File: config.mk
export PLATFORM = sky130hd
export DESIGN_NAME = lvc_readout
export DESIGN_NICKNAME = d
export VERILOG_FILES = /design/src/lvc_pkg.sv /design/src/lvc_chan.sv /design/src/lvc_readout.sv
export VERILOG_INCLUDE_DIRS = /design/src /design/src/src
export SDC_FILE = /design/constraint.sdc
export NUM_CORES = 1
export LEC_CHECK = 0
export BUFFER_PORTS_ARGS = -buffer_cell sky130_fd_sc_hd__buf_2
export CORE_UTILIZATION = 37
export CTS_BUF_LIST = sky130_fd_sc_hd__clkbuf_4 sky130_fd_sc_hd__clkbuf_8
export CTS_CLUSTER_DIAMETER = 60
export DETAILED_ROUTE_END_ITERATION = 6
export PLACE_DENSITY = 0.58
export SLEW_MARGIN = 20
export SYNTH_ARGS = -nofsm -noshare
export SYNTH_HDL_FRONTEND = slang
export SYNTH_SLANG_ARGS = --single-unit
File: constraint.sdc
create_clock -name clk_sys -period 5.75 [get_ports clk_sys]
set_input_delay 0.2875 -clock clk_sys [delete_from_list [all_inputs] [get_ports clk_sys]]
set_output_delay 0.2875 -clock clk_sys [all_outputs]
set_load 0.02 [all_outputs]
File: src/lvc_defines.svh
`ifndef LVC_DEFINES_SVH
`define LVC_DEFINES_SVH

// register offsets
`define LVC_OFF_SEL 8'hE5
`define LVC_OFF_CTRL 8'hE6
`define LVC_OFF_SPARE 8'hE7
`define LVC_OFF_READ 8'hE8

// reset values
`define LVC_SEL_RST 4'h0
`define LVC_CTRL_RST 8'h00
`define LVC_COUNT_RST 16'h0000

// writable field masks
`define LVC_SEL_MASK 8'h0F
`define LVC_CTRL_MASK 8'h1F

// selector codes that name no channel
`define LVC_SEL_NONE_LO 4'h0
`define LVC_SEL_NONE_HI 4'hF

// software hold time of a counter clear
`define LVC_CLK_PERIOD_NS 5
`define LVC_CLR_HOLD_NS 1000
`define LVC_CLR_HOLD_CYC ((`LVC_CLR_HOLD_NS + `LVC_CLK_PERIOD_NS - 1) / `LVC_CLK_PERIOD_NS)

`endif

File: src/lvc_pkg.sv
package lvc_pkg;

  // counter control register layout, msb first
  typedef struct packed {
    logic [2:0] rsvd;
    logic every_channel_clear;
    logic every_channel_snapshot;
    logic count_byte_choice;
    logic single_channel_snapshot;
    logic single_channel_clear;
  } lvc_ctrl_t;

  // one host access on the microprocessor port
  typedef struct packed {
    logic wr;
    logic rd;
    logic [7:0] addr;
    logic [7:0] wdata;
  } lvc_req_t;

  typedef logic [3:0] lvc_sel_t;

endpackage

File: src/lvc_chan.sv
`timescale 1ns/1ps
`default_nettype none
`include "lvc_defines.svh"

module lvc_chan #(
  parameter int W = 16
) (
  input wire logic clk_sys,
  input wire logic rst_n,
  input wire logic ce,
  input wire logic viol,
  input wire logic clear,
  input wire logic snap,
  output logic [W-1:0] count,
  output logic [W-1:0] hold,
  output logic ovf
);

  localparam logic [W-1:0] MAX = {W{1'b1}};

  logic [W-1:0] next_count;

  ////////////////////////////////////////////////////////////////////////
  // running counter: clear first, then saturating increment
  always_comb
  begin
    next_count = count;
    if (clear)
      next_count = '0;
    else if (viol && (count != MAX))
      next_count = count + 1'b1;
  end

  always_ff @(posedge clk_sys or negedge rst_n)
  begin
    if (!rst_n)
      count <= '0;
    else if (ce)
      count <= next_count;
  end

  always_ff @(posedge clk_sys or negedge rst_n)
  begin
    if (!rst_n)
      ovf <= 1'b0;
    else if (ce)
      ovf <= (next_count == MAX);
  end

  ////////////////////////////////////////////////////////////////////////
  // holding register keeps its snapshot until the next one
  always_ff @(posedge clk_sys or negedge rst_n)
  begin
    if (!rst_n)
      hold <= '0;
    else if (ce && snap)
      hold <= count;
  end
endmodule

`default_nettype wire

File: src/lvc_readout.sv
`timescale 1ns/1ps
`default_nettype none
`include "lvc_defines.svh"

// Overview of operation
// - byte choice bit picks low byte at zero, high byte at one; resets low.
// - writing one to single snapshot copies selected running count to hold.
// - single clear bit zeroes only the selected channel's running counter.
// - single snapshot, single clear and readback all act on the selector's channel.
// - readback register shows chosen byte of selected channel's held count.
// - after reset nothing is selected, so readback reads zero.
// - spare register at the next address has no function, reads zero.
// - each counter is sixteen bits, saturates, and flags overflow.
// - selector codes 1 to 14 pick channels 0 to 13; 0 and 15 none.
// - every channel clear zeroes all fourteen counters while held at one.
// - every channel snapshot latches all fourteen counters at once.
module lvc_readout
  import lvc_pkg::*;
#(
  parameter int NCH = 14,
  parameter int CW = 16
) (
  input wire logic clk_sys,
  input wire logic rst_n,
  input wire logic ce,
  input wire lvc_req_t req,
  input wire logic [NCH-1:0] line_code_violation,
  output logic [7:0] rdata,
  output logic [NCH-1:0] count_overflow
);

  localparam logic [3:0] NCH_CODE = 4'(NCH);

  lvc_sel_t sel;
  lvc_ctrl_t ctrl;
  logic sel_valid;
  logic [3:0] sel_idx;
  logic ctrl_wr;
  lvc_ctrl_t wr_ctrl;
  logic single_snap_pulse;
  logic every_snap_pulse;
  logic [NCH-1:0] clear_vec;
  logic [NCH-1:0] snap_vec;
  logic [CW-1:0] count [NCH];
  logic [CW-1:0] hold [NCH];
  logic [7:0] read_byte;
  logic [7:0] next_rdata;

  ////////////////////////////////////////////////////////////////////////
  // channel selector decode
  always_comb
  begin
    sel_valid = (sel != `LVC_SEL_NONE_LO) && (sel != `LVC_SEL_NONE_HI)
      && (sel <= NCH_CODE);
    sel_idx = sel - 4'h1;
  end

  ////////////////////////////////////////////////////////////////////////
  // host registers
  assign ctrl_wr = ce && req.wr && (req.addr == `LVC_OFF_CTRL);

  always_ff @(posedge clk_sys or negedge rst_n)
  begin
    if (!rst_n)
      sel <= `LVC_SEL_RST;
    else if (ce && req.wr && (req.addr == `LVC_OFF_SEL))
      sel <= lvc_sel_t'(req.wdata & `LVC_SEL_MASK);
  end

  always_ff @(posedge clk_sys or negedge rst_n)
  begin
    if (!rst_n)
      ctrl <= lvc_ctrl_t'(`LVC_CTRL_RST);
    else if (ctrl_wr)
      ctrl <= lvc_ctrl_t'(req.wdata & `LVC_CTRL_MASK);
  end

  ////////////////////////////////////////////////////////////////////////
  // snapshots fire on the write that carries a one
  always_comb
  begin
    wr_ctrl = lvc_ctrl_t'(req.wdata);
    single_snap_pulse = ctrl_wr
      && wr_ctrl.single_channel_snapshot;
    every_snap_pulse = ctrl_wr
      && wr_ctrl.every_channel_snapshot;
  end

  // clears act for as long as their bit stays at one
  always_comb
  begin
    clear_vec = '0;
    snap_vec = '0;
    for (int i = 0; i < NCH; i++)
    begin
      if (ctrl.every_channel_clear)
        clear_vec[i] = 1'b1;
      else if (ctrl.single_channel_clear && sel_valid
               && (sel_idx == 4'(i)))
        clear_vec[i] = 1'b1;
      if (every_snap_pulse)
        snap_vec[i] = 1'b1;
      else if (single_snap_pulse && sel_valid && (sel_idx == 4'(i)))
        snap_vec[i] = 1'b1;
    end
  end

  ////////////////////////////////////////////////////////////////////////
  // per-channel counters
  for (genvar g = 0; g < NCH; g++)
  begin : g_chan
    lvc_chan #(
      .W(CW)
    ) u_chan (
      .clk_sys(clk_sys),
      .rst_n(rst_n),
      .ce(ce),
      .viol(line_code_violation[g]),
      .clear(clear_vec[g]),
      .snap(snap_vec[g]),
      .count(count[g]),
      .hold(hold[g]),
      .ovf(count_overflow[g])
    );
  end

  ////////////////////////////////////////////////////////////////////////
  // readback byte from the selected holding register
  always_comb
  begin
    read_byte = 8'h00;
    if (sel_valid)
    begin
      if (ctrl.count_byte_choice)
        read_byte = hold[sel_idx][15:8];
      else
        read_byte = hold[sel_idx][7:0];
    end
  end

  always_comb
  begin
    next_rdata = 8'h00;
    unique case (req.addr)
      `LVC_OFF_SEL:
        next_rdata = {4'h0, sel};
      `LVC_OFF_CTRL:
        next_rdata = ctrl;
      `LVC_OFF_SPARE:
        next_rdata = 8'h00;
      `LVC_OFF_READ:
        next_rdata = read_byte;
      default:
        next_rdata = 8'h00;
    endcase
  end

  always_ff @(posedge clk_sys or negedge rst_n)
  begin
    if (!rst_n)
      rdata <= 8'h00;
    else if (ce && req.rd)
      rdata <= next_rdata;
  end
endmodule

`default_nettype wire

== Yosys cells after proc, flatten, opt, wreduce, memory -nomap -nowiden ==
Cells that the tools add are included.
Storage, ports and cells
  flip-flop bits (word level): 479
  word-level logic and storage cells: 270
Cells by class
  reductions and logical operators: 68
  bitwise operators: 1
  equality and inequality tests: 45
  $add $sub $neg: 15
  mux-type cells: 90
  order comparisons: 2
Operator list (number)
  16-bit two-way mux: 30
  16-bit by 1-bit adder with 16-bit output, second input constant: 14
  16-bit equality test, second input constant: 14
  16-bit != test, second input constant: 14
  1-bit logical AND: 66
  16-bit binary-select mux with 4-bit select: 1
  1-bit two-way mux: 56
  4-bit equality test, second input constant: 6
  8-bit equality test, second input constant: 3
  8-bit case mux with 3 select lines: 1
  4-bit by 3-bit equality test with 1-bit output, second input constant: 4
  8-bit two-way mux: 2
  4-bit by 2-bit equality test with 1-bit output, second input constant: 2
  5-bit >= comparator, second input constant: 1
  4-bit NOT with 5-bit output: 1
  4-bit by 1-bit equality test with 1-bit output, second input constant: 1
  4-bit less-or-equal comparator, second input constant: 1
  4-bit zero test: 1
  4-bit != test, second input constant: 1
  4-bit nonzero test: 1
  4-bit by 1-bit subtractor with 4-bit output, second input constant: 1

== Longest topological paths before layout ==
  depth after elaboration: 9
  gate-level depth with buffers: 17

== Cells and area by module ==
Synthesis repeated with hierarchy kept, for this count alone.
Second synthesis, totals
  cell total of the unflattened synthesis: 2874
  area total of the unflattened synthesis: 28681.3 um2
By module, submodules not included
  lvc_chan: times used 14, cells each 183, sequential area each 825.8 um2, area each 1824.2 um2
  lvc_readout: times used 1, cells each 312, sequential area each 425.4 um2, area each 3141.8 um2

== Least setup slack after synthesis ==
Ideal clock, no wire load.
  kind: flip-flop to flip-flop
  start: register sel[0]
  end: register g_chan[11].u_chan.ovf
  path buffers: 6
  cell stages (with the launch flop): 16
  arrival: 3.895 ns
  required time: 5.654 ns
  slack: 1.759 ns
  cell sequence: dfrtp_1 clkbuf_1 buf_2 buf_2 clkbuf_1 inv_1 ha_1 buf_2 nand2b_1 a21o_1 and3_4 buf_6 a31o_4 nand2b_1 or4_1 o32ai_2
On the way
  word-level cells in the longest chain between the ends: 9
  elaborated cells between the ends (all ways): 13
  those cells by class: add/sub (1); order compare (1); eq/ne (3); mux (3); reduce/logical (5)
Ends and longest elaborated chain
  start, declared: RTL line lvc_readout.sv:34  | lvc_sel_t sel;
  start signal, assigned: RTL line lvc_readout.sv:65  | sel <= `LVC_SEL_RST;
  start signal, assigned: RTL line lvc_readout.sv:67  | sel <= lvc_sel_t'(req.wdata & `LVC_SEL_MASK);
  branches (longest 4 deep; another with 4-bit by 1-bit subtractor with 4-bit output)
  1-bit logical AND *: RTL line lvc_readout.sv:99  | && (sel_idx == 4'(i)))
  1-bit two-way mux *: RTL line lvc_readout.sv:98  | else if (ctrl.single_channel_clear && sel_valid
  1-bit two-way mux *: RTL line lvc_readout.sv:96  | if (ctrl.every_channel_clear)
  16-bit two-way mux *: RTL line lvc_chan.sv:28  | if (clear)
  16-bit equality test *: RTL line lvc_chan.sv:47  | ovf <= (next_count == MAX);
  end signal, assigned: RTL line lvc_chan.sv:47
  end, declared: RTL line lvc_chan.sv:16  | output logic ovf
Every way passes the cells marked *.
A chain may end at the register's enable or synchronous reset.

== Worst setup path after layout ==
  start: register sel[0]
  end: register rdata[5]
On the way
  word-level cells in the longest chain between the ends: 8
  elaborated cells between the ends (all ways): 13
  those cells by class: add/sub (1); order compare (1); eq/ne (1); mux (6); bitwise (1); reduce/logical (3)
Ends and longest elaborated chain
  4-bit by 1-bit subtractor with 4-bit output: RTL line lvc_readout.sv:55  | sel_idx = sel - 4'h1;
  4-bit NOT with 5-bit output (implied by the code): RTL line lvc_readout.sv:135, lvc_readout.sv:137
  16-bit binary-select mux with 4-bit select: RTL line lvc_readout.sv:135, lvc_readout.sv:137
  16-bit two-way mux (implied by the code) (2 in a row): RTL line lvc_readout.sv:137  | read_byte = hold[sel_idx][7:0];
  8-bit two-way mux: RTL line lvc_readout.sv:134  | if (ctrl.count_byte_choice)
  8-bit two-way mux *: RTL line lvc_readout.sv:132  | if (sel_valid)
  8-bit case mux with 3 select lines *: RTL line lvc_readout.sv:144  | unique case (req.addr)
  end signal, assigned: RTL line lvc_readout.sv:163  | rdata <= next_rdata;
  end, declared: RTL line lvc_readout.sv:28  | output logic [7:0] rdata,
Every way passes the cells marked *; elsewhere a longest branch is shown, timed or not. The select of a mux whose other input is x is not followed.

==> results.yml <==
status:
  status: "finished with violations"
  violations: "design-rule violations"
detailed_routing:
  wire_per_inst_um: 20.6
  first_pass_iters: 7
  ant_nets: 0
  wl_mm: 77.7
  drc_errors: 7
  first_iter_violations: 2383
  vias_per_cell: 5.96
  vias: 22400
clocking:
  cts_buffers: 85
  cts.repair.resized: 0
  h-tree-depth: 3
  clk_pin_slew_worst_paths_ns: 0.06
  cts_buffer_depth: 3
  clk_latency_ns: 0.70
  cts_tree: "built"
  root_buffer: "clkbuf_8"
  post_cts_buffers: 0
  cts.sinks: 479
floorplanning:
  design.core.area_um2: 73200
  die_y_um: 274
  dieArea_um2: 75200
  io_pins: 57
  initial_utilization: 0.375
  die_w_um: 274
  num_rows: 99
logic_synthesis:
  synth_nets: 2827
  synth_simple_gate_area_frac: 0.172
  synth_ff_type: "dfrtp_1"
  seq_area_frac_synth: 0.437
  synthXorXnorAreaFrac: 0.0217
  synth_cell_types: 94
  synthAdderAreaFrac: 0.00912
  synth_top_family_by_area: "simple AND/OR/NAND/NOR gates"
  synthMuxAreaShare: 0.152
  yosysWarnings: 0
  synthArstFlopShare: 1.00
  synth-seq-cells: 479
  synth_edf_count: 0
  syn_avg_cell_area_um2: 9.90
  synthCells: 2772
  synth_compound_area_frac: 0.169
  syn-cell-area_um2: 27400
cells_and_area:
  drive_above_1_share: 0.213
  layout_commonest_cell: "dfrtp_1"
  mostFrequentLayoutCells: "dfrtp_1 (478), nand2_1 (312), o21ai_0 (307)"
  instances_no_fill: 3767
  area_growth_pct: 10.4
  layout.nets: 2793
worst_setup_path:
  crit_required_ns: 6.32
  end_kind: "register"
  arrival_ns: 4.24
  cp-start-kind: "register"
  worstSetupPathType: "register to register"
  path_max_fanout: 39
power:
  irDropWorstVdd_v: 0.000204
  powerDensity_nw_per_um2: 282
  p_leak_nw: 12.8
sta:
  finalHoldWorstSlack_ns: 0.0711
  tns_ns: 0
  final.min_clock_period_ns: 3.67
  fin_skew_ns: 0.0433
  finalHoldViolCount: 0
  slew_viol_final: 0
  setup_violations: 0
  relSlewSlack: 0.246
  worst_slew_pin_slew_ns: 1.13
  clock.fmax_mhz: 273
  finalCritPeriodShare: 0.638
  grt_setup_unrepaired: "no"
min_path:
  hold_class: "input pin to register"
grt:
  grt_max_degree: 173
  grt_pass1_vias: 21100
  grt_usage: 0.206
  grt_pass1_wl_mm: 122
  antenna_found_initial: 4
  overflow: 0
place:
  port_buffers: 53
  dp_cells: 3595
  hpwl_mm: 54.3
  gp_congestion: 0.916
flow_run:
  cap_violations: 0
area by class of cell:
cell class / instances / area, um^2
Inverter: 36 / 136
Timing Repair Buffer: 84 / 561
Tap cell: 959 / 1200
Clock inverter: 25 / 339
Clock buffer: 129 / 1660
Multi-Input combinational cell: 2052 / 14400
Fill cell: 6886 / 42900
Sequential cell: 479 / 12000
Antenna cell: 3 / 7.51
stage by stage:
step	cell area [um^2]	utilization	total power, W	setup slack (ns)
after floorplan	27400	-	0.00457	1.76
after global placement	28100	0.384	0.00487	2.01
after detailed placement	28100	0.384	0.00490	1.89
after CTS	30300	0.413	0.00862	1.92
after global routing	30300	0.414	0.00892	1.88
final	30300	0.414	0.00854	2.08
logic make-up (layout without fill, tap and decap cells):
kind of cell	Yosys count	after routing
AOI/OAI and AO/OA	722	722
xor gates and xnor gates	68	68
adders and majority gates	20	20
buffers and inverters	241	274
DFF	479	479
muxes	321	321
other	0	3
and+or+nand+nor	921	921
power breakdown:
group	internal, W	total, W	switching [W]
combinational	0.000360	0.000872	0.000513
sequential	0.00357	0.00400	0.000430
clock	0.00217	0.00367	0.00150
total	0.00609	0.00854	0.00245
worst max-delay path, stage by stage (launching register included):
cell and delay (ns):
dfrtp_4 0.67, inv_1 0.17, ha_2 0.99, buf_4 0.39
mux4_2 0.41, mux2_2 0.29, a22oi_1 0.20, o21ai_0 0.13
o21ai_0 0.20, o21ai_0 0.10
registers in the layout, indices dropped and copies added, names as in the netlist:
signal and flops:
g_chan.u_chan.hold 224, g_chan.u_chan.count 224, g_chan.u_chan.ovf 14, rdata 8, sel 4, ctrl 5
per-layer routing:
layer	GRT usage	vias up	routed length (um)
li1	-	10300	-
met1	0.295	11300	36100
met2	0.315	764	35000
met3	0.0413	110	4960
met4	0.0542	2	1620
met5	0	-	10
cell usage after synthesis, types with 10 or more instances:
cell type / number / share of area
dfrtp_1: 479 / 0.44
nand2_1: 312 / 0.043
o21ai_0: 307 / 0.056
mux2_2: 245 / 0.10
clkbuf_1: 135 / 0.018
nor2_1: 115 / 0.016
nand3_1: 103 / 0.019
a21oi_1: 77 / 0.014
nand4_1: 76 / 0.017
o31ai_1: 65 / 0.018
a31oi_1: 59 / 0.013
nor3_1: 58 / 0.011
and3_1: 54 / 0.012
mux4_2: 53 / 0.044
xnor2_1: 39 / 0.012
inv_1: 36 / 0.0049
buf_2: 30 / 0.0055
xor2_1: 29 / 0.0093
buf_4: 27 / 0.0074
nor2b_1: 27 / 0.0062
and4_1: 26 / 0.0083
a22o_1: 24 / 0.0077
nor4_1: 24 / 0.0055
a31o_2: 23 / 0.0073
mux2i_1: 23 / 0.0084
o41ai_1: 22 / 0.0070
and2_1: 20 / 0.0046
ha_1: 20 / 0.0091
o211ai_1: 14 / 0.0038
a21o_1: 13 / 0.0036
nor3b_1: 13 / 0.0036
or2_2: 13 / 0.0030
a21oi_2: 12 / 0.0038
nand2b_1: 10 / 0.0023
nand3b_1: 10 / 0.0027
or4_1: 10 / 0.0027
final timing paths:
kind / cells after the start / slack [ns] / start / endpoint
setup reg to reg: 9 / 2.08 / sel[0] / rdata[5]
setup / recovery: 9 / 2.08 / sel[0] / rdata[5]
max in group asynchronous: 3 / 4.01 / rst_n / g_chan[10].u_chan.count[7]
hold / removal: 3 / 0.07 / line_code_violation[11] / g_chan[11].u_chan.count[8]
hold reg to reg: 1 / 0.50 / g_chan[9].u_chan.ovf / g_chan[9].u_chan.ovf
min in group asynchronous: 2 / 0.18 / rst_n / g_chan[7].u_chan.count[12]
timing repair:
item,in CTS,in global routing
setup endpoints to repair,0,0
endpoints found under the hold margin,108,0
hold buffers,15,0
Note: power is estimated with default switching activity, not from simulation.
